### config.mk
export PLATFORM = sky130hd
export DESIGN_NAME = aimt_exec
export DESIGN_NICKNAME = d
export VERILOG_FILES = /design/src/design/aimt_pkg.sv /design/src/design/aimt_exec.sv /design/src/design/aimt_addr_step.sv
export SDC_FILE = /design/constraint.sdc
export NUM_CORES = 1
export LEC_CHECK = 0
export BUFFER_PORTS_ARGS = -buffer_cell sky130_fd_sc_hd__buf_2
export CORE_MARGIN = 8
export CORE_UTILIZATION = 59
export CTS_CLUSTER_DIAMETER = 60
export CTS_CLUSTER_SIZE = 24
export DETAILED_ROUTE_END_ITERATION = 16
export GPL_TIMING_DRIVEN = 0
export PLACE_DENSITY = 0.85
export SETUP_SLACK_MARGIN = 0.15
export SLEW_MARGIN = 30
export SYNTH_ARGS = -nofsm -noshare
export SYNTH_HDL_FRONTEND = slang
export SYNTH_SLANG_ARGS = --single-unit
### constraint.sdc
create_clock -name i_clock -period 7.86 [get_ports i_clock]
set_input_delay 1.572 -clock i_clock [delete_from_list [all_inputs] [get_ports i_clock]]
set_output_delay 1.572 -clock i_clock [all_outputs]
set_load 0.02 [all_outputs]
### src/design/aimt_pkg.sv
`default_nettype none
package aimt_pkg;
  localparam logic [7:0] AIMT_OPC_LOAD_POST_INC  = 8'hE3;
  localparam logic [7:0] AIMT_OPC_STORE_PRE_DEC  = 8'hF2;
  localparam logic [7:0] AIMT_OPC_STORE_PRE_INC  = 8'hF3;
  localparam logic [4:0] AIMT_CYC_LOAD           = 5'h0A;
  localparam logic [4:0] AIMT_CYC_STORE          = 5'h0E;
  localparam logic [4:0] AIMT_CYC_ONE            = 5'h01;
  localparam int         AIMT_NIB_HI             = 4;
  localparam int         AIMT_NIB_W              = 4;
  localparam int         AIMT_SPACE_BIT          = 0;
  localparam logic [3:0] AIMT_PAIR_MASK          = 4'hE;
  localparam logic [3:0] AIMT_ODD_BIT            = 4'h1;
  localparam logic [15:0] AIMT_ONE16             = 16'h0001;

  typedef enum logic [2:0] {
    AIMT_IDLE  = 3'b000,
    AIMT_RDPR  = 3'b001,
    AIMT_ADJ   = 3'b010,
    AIMT_MEM   = 3'b011,
    AIMT_WAIT  = 3'b100,
    AIMT_DONE  = 3'b101
  } aimt_state_t;
endpackage
`default_nettype wire

### src/design/aimt_exec.sv
`default_nettype none
// Notes on behaviour
// RL1: load E3 reads byte at pair into register, then pair+1; 10 cycles.
// RL2: even pair code uses program memory, odd uses external data memory.
// RL3: these instructions never change any flag bit.
// RL4: source register or memory byte stays unchanged; only dest and pair.
// RL5: store F2 decrements pair first, writes register there; 14 cycles.
// RL6: store F3 increments pair first, writes register there; 14 cycles.
// RL7: pair steps as one 16-bit value with carry or borrow across bytes.
// RL8: address high byte from even register, low byte from odd register.
// RL9: two-byte op; second byte upper nibble register, lower nibble pair.
// RL10: pair register number is the pair code with its low bit cleared.
module aimt_exec (
  input  wire logic       i_clock,      // cpu clock
  input  wire logic       i_nrst,       // async reset, active low
  input  wire logic       i_start,      // pulse: new instruction
  input  wire logic [7:0] i_opcode,     // first instruction byte
  input  wire logic [7:0] i_operand,    // second instruction byte
  input  wire logic [7:0] i_reg_rdata,  // working register read data
  input  wire logic [7:0] i_mem_rdata,  // memory read data
  output logic            o_busy,       // instruction in progress
  output logic            o_done,       // pulse: instruction finished
  output logic            o_illegal,    // pulse: opcode not handled
  output logic [3:0]      o_reg_raddr,  // working register read index
  output logic            o_reg_we,     // working register write strobe
  output logic [3:0]      o_reg_waddr,  // working register write index
  output logic [7:0]      o_reg_wdata,  // working register write data
  output logic            o_mem_re,     // memory read strobe
  output logic            o_mem_we,     // memory write strobe
  output logic            o_mem_ext,    // 1 external data, 0 program
  output logic [15:0]     o_mem_addr,   // memory address
  output logic [7:0]      o_mem_wdata,  // memory write data
  output logic            o_flags_we    // flag write enable, always 0
);
  import aimt_pkg::*;

  aimt_state_t state_ff, nxt_state;
  logic [4:0]  cnt_ff, nxt_cnt;
  logic [7:0]  opc_ff, nxt_opc;
  logic [3:0]  reg_ff, nxt_reg;
  logic [3:0]  pair_ff, nxt_pair;
  logic        ext_ff, nxt_ext;
  logic [15:0] addr_ff, nxt_addr;
  logic [7:0]  data_ff, nxt_data;
  logic        hi_ff, nxt_hi;
  logic        pend_ff, nxt_pend;
  logic [15:0] stepped;
  logic        is_load, is_dec;

  logic        busy_ff, nxt_busy, done_ff, nxt_done, ill_ff, nxt_ill;
  logic [3:0]  raddr_ff, nxt_raddr, waddr_ff, nxt_waddr;
  logic        rwe_ff, nxt_rwe, mre_ff, nxt_mre, mwe_ff, nxt_mwe;
  logic [7:0]  rwd_ff, nxt_rwd, mwd_ff, nxt_mwd;

  assign is_load = (opc_ff == AIMT_OPC_LOAD_POST_INC);
  assign is_dec  = (opc_ff == AIMT_OPC_STORE_PRE_DEC);

  aimt_addr_step u_step (
    .i_addr (addr_ff),
    .i_dec  (is_dec),
    .o_addr (stepped)
  );

  always_comb begin
    nxt_state = state_ff;
    nxt_cnt   = cnt_ff;
    nxt_opc   = opc_ff;
    nxt_reg   = reg_ff;
    nxt_pair  = pair_ff;
    nxt_ext   = ext_ff;
    nxt_addr  = addr_ff;
    nxt_data  = data_ff;
    nxt_hi    = hi_ff;
    nxt_pend  = 1'b0;
    nxt_busy  = busy_ff;
    nxt_done  = 1'b0;
    nxt_ill   = 1'b0;
    nxt_raddr = raddr_ff;
    nxt_waddr = waddr_ff;
    nxt_rwe   = 1'b0;
    nxt_rwd   = rwd_ff;
    nxt_mre   = 1'b0;
    nxt_mwe   = 1'b0;
    nxt_mwd   = mwd_ff;
    if (state_ff != AIMT_IDLE) begin
      nxt_cnt = cnt_ff + AIMT_CYC_ONE;
    end
    case (state_ff)
      AIMT_IDLE: begin
        if (i_start) begin
          if (i_opcode == AIMT_OPC_LOAD_POST_INC ||
              i_opcode == AIMT_OPC_STORE_PRE_DEC ||
              i_opcode == AIMT_OPC_STORE_PRE_INC) begin
            nxt_opc   = i_opcode;
            nxt_reg   = i_operand[AIMT_NIB_HI +: AIMT_NIB_W]; // RL9
            nxt_pair  = i_operand[0 +: AIMT_NIB_W]
                        & AIMT_PAIR_MASK; // RL10
            nxt_ext   = i_operand[AIMT_SPACE_BIT]; // RL2
            nxt_raddr = i_operand[0 +: AIMT_NIB_W] & AIMT_PAIR_MASK; // RL8
            nxt_hi    = 1'b1;
            nxt_cnt   = AIMT_CYC_ONE;
            nxt_busy  = 1'b1;
            nxt_state = AIMT_RDPR;
          end else begin
            nxt_ill = 1'b1;
          end
        end
      end
      AIMT_RDPR: begin
        // read data lags the index by one cycle
        // indices are issued back to back, so the data register index
        // goes out while the low byte comes back
        if (hi_ff && raddr_ff == pair_ff) begin
          nxt_raddr = pair_ff | AIMT_ODD_BIT;
        end else if (hi_ff) begin
          nxt_addr[15:8] = i_reg_rdata; // RL8
          nxt_raddr      = reg_ff;
          nxt_hi         = 1'b0;
        end else begin
          nxt_addr[7:0] = i_reg_rdata; // RL8
          nxt_state     = AIMT_ADJ;
        end
      end
      AIMT_ADJ: begin
        nxt_data = i_reg_rdata;
        if (!is_load) begin
          nxt_addr = stepped; // RL5 RL6 RL7
        end
        nxt_state = AIMT_MEM;
      end
      AIMT_MEM: begin
        if (is_load) begin
          nxt_mre = 1'b1; // RL1
        end else begin
          nxt_mwe = 1'b1; // RL5 RL6
          nxt_mwd = data_ff; // RL4
        end
        nxt_state = AIMT_WAIT;
      end
      AIMT_WAIT: begin
        // memory answers one edge after it sees the strobe
        nxt_pend = mre_ff;
        if (is_load && pend_ff) begin
          nxt_rwe   = 1'b1; // RL1
          nxt_waddr = reg_ff;
          nxt_rwd   = i_mem_rdata;
          nxt_addr  = stepped; // RL1 RL7
        end
        if (cnt_ff == ((is_load ? AIMT_CYC_LOAD : AIMT_CYC_STORE)
                       - AIMT_CYC_ONE)) begin
          nxt_state = AIMT_DONE;
        end
      end
      AIMT_DONE: begin
        // pair write-back is left to the register-file owner via o_mem_addr
        nxt_done  = 1'b1;
        nxt_busy  = 1'b0;
        nxt_state = AIMT_IDLE;
      end
      default: begin
        nxt_state = AIMT_IDLE;
        nxt_busy  = 1'b0;
      end
    endcase
  end

  always_ff @(posedge i_clock or negedge i_nrst) begin
    if (!i_nrst) begin
      state_ff <= AIMT_IDLE;
      cnt_ff   <= 5'h00;
      opc_ff   <= 8'h00;
      reg_ff   <= 4'h0;
      pair_ff  <= 4'h0;
      ext_ff   <= 1'b0;
      addr_ff  <= 16'h0000;
      data_ff  <= 8'h00;
      hi_ff    <= 1'b0;
      pend_ff  <= 1'b0;
      busy_ff  <= 1'b0;
      done_ff  <= 1'b0;
      ill_ff   <= 1'b0;
      raddr_ff <= 4'h0;
      waddr_ff <= 4'h0;
      rwe_ff   <= 1'b0;
      rwd_ff   <= 8'h00;
      mre_ff   <= 1'b0;
      mwe_ff   <= 1'b0;
      mwd_ff   <= 8'h00;
    end else begin
      state_ff <= nxt_state;
      cnt_ff   <= nxt_cnt;
      opc_ff   <= nxt_opc;
      reg_ff   <= nxt_reg;
      pair_ff  <= nxt_pair;
      ext_ff   <= nxt_ext;
      addr_ff  <= nxt_addr;
      data_ff  <= nxt_data;
      hi_ff    <= nxt_hi;
      pend_ff  <= nxt_pend;
      busy_ff  <= nxt_busy;
      done_ff  <= nxt_done;
      ill_ff   <= nxt_ill;
      raddr_ff <= nxt_raddr;
      waddr_ff <= nxt_waddr;
      rwe_ff   <= nxt_rwe;
      rwd_ff   <= nxt_rwd;
      mre_ff   <= nxt_mre;
      mwe_ff   <= nxt_mwe;
      mwd_ff   <= nxt_mwd;
    end
  end

  assign o_busy      = busy_ff;
  assign o_done      = done_ff;
  assign o_illegal   = ill_ff;
  assign o_reg_raddr = raddr_ff;
  assign o_reg_we    = rwe_ff;
  assign o_reg_waddr = waddr_ff;
  assign o_reg_wdata = rwd_ff;
  assign o_mem_re    = mre_ff;
  assign o_mem_we    = mwe_ff;
  assign o_mem_ext   = ext_ff; // RL2
  assign o_mem_addr  = addr_ff;
  assign o_mem_wdata = mwd_ff;
  assign o_flags_we  = 1'b0; // RL3
endmodule // aimt_exec
`default_nettype wire

### src/design/aimt_addr_step.sv
`default_nettype none
module aimt_addr_step (
  input  wire logic [15:0] i_addr,   // current pair value
  input  wire logic        i_dec,    // 1 subtract, 0 add
  output logic      [15:0] o_addr    // stepped value
);
  import aimt_pkg::*;
  // full 16-bit step so carry/borrow crosses bytes
  assign o_addr = i_dec ? (i_addr - AIMT_ONE16)
                        : (i_addr + AIMT_ONE16); // RL7
endmodule // aimt_addr_step
`default_nettype wire

-- Word level (Yosys, flattened, before mapping)
Cells that the tools add are included.
Widths: inputs -> output; s select.
- add/subtract/negate cells: 4
- mux-type cells: 39
- bitwise operators: 2
- equal/unequal tests: 21
- reductions and logical operators: 18
- operators with widths (cell ; count):
    $mux 16 ; 4
    $pmux 16 s3 ; 1
    $eq 8x8->1 const B ; 5
    $mux 5 ; 4
    $mux 3 ; 6
    $add 16x1->16 const B ; 1
    $mux 4 ; 4
    $mux 8 ; 2
    $ne 2x2->1 const B ; 8
    $sub 16x1->16 const B ; 1
    $pmux 3 s5 ; 1
    $reduce_and 5->1 ; 3
    $mux 1 ; 14
    $pmux 4 s2 ; 1
    $reduce_and 4->1 ; 2
    $eq 3x2->1 const B ; 2
    $eq 3x3->1 const B ; 2
    $reduce_and 3->1 ; 2
    $reduce_bool 3->1 ; 2
    $add 5x1->5 const B ; 1
    $eq 5x5->1 ; 1
    $sub 4x1->5 const B ; 1
    $eq 4x4->1 ; 1
    $pmux 1 s2 ; 2
    other kinds (9) ; 13
- output and inout bits: 48
- logic and storage cells: 105
- flip-flop bits (word level): 80
- input port bits: 35

-- Depth between registers and ports, before layout
- depth in word-level cells: 6
- mapped depth: 10

-- Cells and area by module
Synthesis repeated with hierarchy kept, for this count alone.
- cell total of the unflattened synthesis: 378
- area, all modules: 4354.2 um^2
- by module, submodules not included (module ; cells an instance ; sequential area each (um^2) ; area each (um^2) ; times used):
    aimt_exec ; 271 ; 2001.9 ; 3524.6 ; 1
    aimt_addr_step ; 107 ; 0.0 ; 829.5 ; 1

-- Least setup slack after synthesis
OpenSTA, ideal clock, no wires.
- kind: in2reg
- start point: input port i_opcode[3]
- end point: register cnt_ff[2]
- setup time: 0.132 ns
- setup slack: 5.037 ns
- buffers on the path: 2
- cell stages on the path: 5
- data arrival time: 2.691 ns
- data required time: 7.728 ns
- cells stage by stage: nor4_1 and3_1 clkbuf_1 clkbuf_1 nor2_1
- cells in the longest elaborated chain, start to end: 6
- elaborated cells on any way between the ends: 8
- classes of those cells: eq/ne: 3; mux: 3; reduce/logical: 2
- RTL lines (element ; line ; RTL):
    start, declared ; aimt_exec.sv:17 ; input wire logic [7:0] i_opcode,
    $eq 8x8->1 (on tied branches) ; aimt_exec.sv:91, aimt_exec.sv:92 ;
    $logic_or 1x1->1 ; aimt_exec.sv:91 ; if (i_opcode == AIMT_OPC_LOAD_POST_INC ||
    $logic_or 1x1->1 * ; aimt_exec.sv:92 ; i_opcode == AIMT_OPC_STORE_PRE_DEC ||
    $mux 5 * ; aimt_exec.sv:91 ;
    $mux 5 * ; aimt_exec.sv:90 ; if (i_start) begin
    $mux 5 * ; aimt_exec.sv:88 ; case (state_ff)
    via nxt_cnt[2] ; aimt_exec.sv:38 ; logic [4:0] cnt_ff, nxt_cnt;
    end signal, assigned ; aimt_exec.sv:191 ; cnt_ff <= nxt_cnt;
    end, declared ; aimt_exec.sv:38 ;
Mark *: on every way through the listed nets, which the timed path passes. The rest lies on a longest branch.
A chain may end at the register's enable or synchronous reset.

-- Worst setup path after layout
- start point: register opc_ff[2]
- end point: register addr_ff[15], in the netlist o_mem_addr[15]
- cells in the longest elaborated chain, start to end: 4
- elaborated cells on any way between the ends: 10
- classes of those cells: eq/ne: 4; mux: 4; reduce/logical: 2
- RTL lines (element ; line ; RTL):
    start, declared ; aimt_exec.sv:39 ; logic [7:0] opc_ff, nxt_opc;
    start signal, assigned ; aimt_exec.sv:192 ; opc_ff <= nxt_opc;
    $eq 8x8->1 (on tied branches) ; aimt_exec.sv:56, aimt_exec.sv:55 ;
    $mux 16 / $logic_and 1x1->1 (equally long branches) ; aimt_addr_step.sv:9, aimt_exec.sv:143 ;
    $mux 16 (tied with other cells) ; aimt_exec.sv:143 ; if (is_load && pend_ff) begin
    $pmux 16 s3 / $reduce_and 5->1 (equally long branches) ; n/a ;
    end signal, assigned ; aimt_exec.sv:196 ; addr_ff <= nxt_addr;
    end, declared ; aimt_exec.sv:43 ; logic [15:0] addr_ff, nxt_addr;
Parallel ways exist; a longest one is shown, timed or not. The select of a mux whose other input is x is not followed.

==> metrics.yaml <==
htree_levels: 3
place_hpwl_um: 7430
fin_area_mm2: 0.00483
drive_above_1_share: 0.271
post_drt_wl_per_cell_um: 17.2
status: "finished, final reports clean"
die_w_um: 99.4
final.setup_skew_ps: 11.1
vias: 3447
core_region_area_mm2: 0.00676
rsz0062_at_grt: "false"
clk-insertion-delay-late_ps: 350
synth_area_mm2: 0.00410
synth_warnings: 0
antenna_found_initial: 0
syn-instance-count: 411
die_height_um: 99.4
slowest_stage: "and4bb_2"
critical_path_arrival_ps: 3580
ys_top_cells_by_area: "dfrtp_1, nand2_1, mux2_2, ha_1, nor2_1"
firstDrtPassIters: 5
mostFrequentLayoutCells: "nand2_1, buf_2, dfrtp_1, nor2_1, mux2_2"
dieArea_mm2: 0.00987
ctsHoldBuffers: 0
dpl_cell_area_mm2: 0.00463
numCtsBuffers: 9
grt_max_degree: 44
cp.required_ps: 8070
worstMarginPinSlew_ps: 535
area_delta_synth_final_pct: 17.8
cpPeakStageDelay_ps: 600
final_hold_viol_count: 0
drt_iter0_drc: 221
holdPathEnd: "o_mem_wdata[4]"
setup.worst_path.end_class: "register"
grt_use_total: 0.209
cts_tree: "yes"
root_buffer: "clkbuf_8"
synth_top_cell_by_area: "dfrtp_1"
layout_commonest_cell: "nand2_1"
clock-sinks: 80
avgSynthCellArea_um2: 9.98
critPathKind: "register to register"
synth_top_area_share: 0.488
ff2ff_path_depth: 10
finalWirelength_um: 10200
clock.fmax_mhz: 296
r2r_end: "o_mem_addr[15]"
synth_nets: 463
period_needed_ps: 3380
port_buffers: 81
slew_viol_final: 0
globalplace.congestion: 0.925
start_util: 0.607
slew_headroom: 0.643
drcViolationCount: 0
post_cts_buffers: 0
ys_ff_latch: 80
cts_resized: 0
power.leakage_nw: 2.46
cpLargestDelayFamily: "compound AO/OA/AOI/OAI gates"
ys_async_sr_fraction: 1.00
min_path_cells: 2
synth_enable_flop_cells: 0
seq_area_frac_synth: 0.488
viasPerCell: 5.85
hp-class: "register to register"
r2r-start: "opc_ff[2]"
nets: 556
worst-path-buf-inv: 0
grt_pass1_vias: 3394
synth.distinct_cells: 60
cts_buffer_depth: 2
cp-start-kind: "register"
globalRoute.totalOverflow: 0
cp_cell_sequence: "and4bb_1, and4bb_2, ha_1, a21oi_1, nand2_1, o21ai_1, a21oi_1, a311oi_1, mux2i_1, a311oi_2"
max-cap-violations: 0
grt_pass1_wl_um: 16600
p_total_mw: 1.73
synth_top_flop_cell: "dfrtp_1"
ir_drop_v: 0.000166
tns_ps: 0
finalSetupViolCount: 0
rows: 30
pin_count: 83
path_clk_slew_ps: 90
num_antenna_cells: 0
worstPathMaxFanout: 20
timing.final.crit_share: 0.430
crit_top_cell: "a21oi_1"
hp-start: "data_ff[4]"
power_density_mw_per_mm2: 358
ant_nets: 0
rrSetupSlack_ps: 4480
-- worst min-delay path, cell delays in order, from the launching register on --
cell and delay [ps]:
dfrtp_1 350, nand2_1 50, nand2_1 50
-- power by group --
part           internal, mW  leakage, nW  total (mW)  switching, mW
registers             0.544         1.01       0.649          0.105
logic                 0.305         1.35       0.773          0.468
clock network         0.150        0.101       0.307          0.157
-- final cells by class --
type / instances / area (um^2)
multi-input combinational: 312 / 2010
tap: 80 / 100
timing repair buffer: 82 / 428
inverter: 3 / 11.3
clock buffer: 9 / 124
sequential: 80 / 2000
buffer: 16 / 73.8
clock inverter: 7 / 77.6
fill: 495 / 1930
-- cells in the mapped netlist, types with 2 or more instances --
| library cell | instances |
|---|---|
| nor2_1 | 29 |
| o211ai_1 | 6 |
| o21ai_1 | 3 |
| o21ai_0 | 18 |
| buf_4 | 2 |
| nand3_1 | 5 |
| nor3_1 | 8 |
| nand2b_1 | 10 |
| a21oi_1 | 16 |
| and3_1 | 5 |
| clkbuf_1 | 8 |
| xor2_1 | 12 |
| or3_1 | 2 |
| nand4_1 | 2 |
| a221oi_1 | 3 |
| o21a_1 | 5 |
| mux2i_1 | 5 |
| a31oi_1 | 11 |
| xnor2_1 | 5 |
| nand2_1 | 86 |
| buf_2 | 5 |
| a21o_1 | 4 |
| dfrtp_1 | 80 |
| inv_1 | 2 |
| nand3b_1 | 2 |
| nor2b_1 | 2 |
| ha_1 | 16 |
| and2_1 | 7 |
| mux2_2 | 21 |
-- worst max path at each step --
| stage | start | end | slack, ps | depth (start not counted) |
|---|---|---|---|---|
| floorplan | i_opcode[3] | cnt_ff[2] | 5040 | 5 |
| global placement | i_opcode[0] | cnt_ff[3] | 4560 | 7 |
| detailed placement | i_opcode[3] | reg_ff[3] | 4490 | 7 |
| CTS | opc_ff[2] | o_mem_addr[15] | 4550 | 10 |
| global route | opc_ff[2] | o_mem_addr[15] | 4370 | 10 |
| finish | opc_ff[2] | o_mem_addr[15] | 4480 | 10 |
-- routing by layer --
metal / GRT usage / wire, um / vias up / part of all wire
met5: 0 / 0 / - / 0
met4: 0.0605 / 137 / 0 / 0.013
met3: 0.0552 / 706 / 12 / 0.070
met2: 0.357 / 5210 / 135 / 0.51
met1: 0.253 / 4100 / 1670 / 0.40
li1: - / - / 1630 / -
-- state kept, by name, summed over array words and instances (netlist names) --
name / count
o_mem_re: 1
reg_ff: 4
data_ff: 8
o_reg_wdata: 8
hi_ff: 1
o_reg_we: 1
o_busy: 1
o_mem_wdata: 8
o_reg_raddr: 4
o_illegal: 1
pend_ff: 1
o_reg_waddr: 4
pair_ff: 3
o_mem_ext: 1
o_mem_addr: 16
o_mem_we: 1
o_done: 1
cnt_ff: 5
opc_ff: 8
state_ff: 3
-- cells by family (layout without fill, tap and decap cells) --
group                    Yosys count  count (layout)  share of synthesized area
XOR/XNOR                          17              17                     0.0363
multiplexers                      26              26                     0.0699
other                              1               1                   0.000915
adder cells (fa/ha/maj)           17              17                     0.0537
flip-flops                        80              80                      0.488
AND/OR/NAND/NOR                  169             169                      0.195
buffers and inverters             19             117                     0.0207
AO/OA/AOI/OAI                     82              82                      0.135
-- per-stage QoR --
stage / util / cells / worst slack [ps] / hold slack [ps]
after floorplan: - / 411 / 5040 / 425
after global placement: 0.682 / 572 / 4560 / 445
after detailed placement: 0.685 / 573 / 4490 / 451
after CTS: 0.715 / 589 / 4550 / 475
after global routing: 0.715 / 589 / 4370 / 494
final: 0.715 / 589 / 4480 / 471
Note: power is estimated with default switching activity, not from simulation.
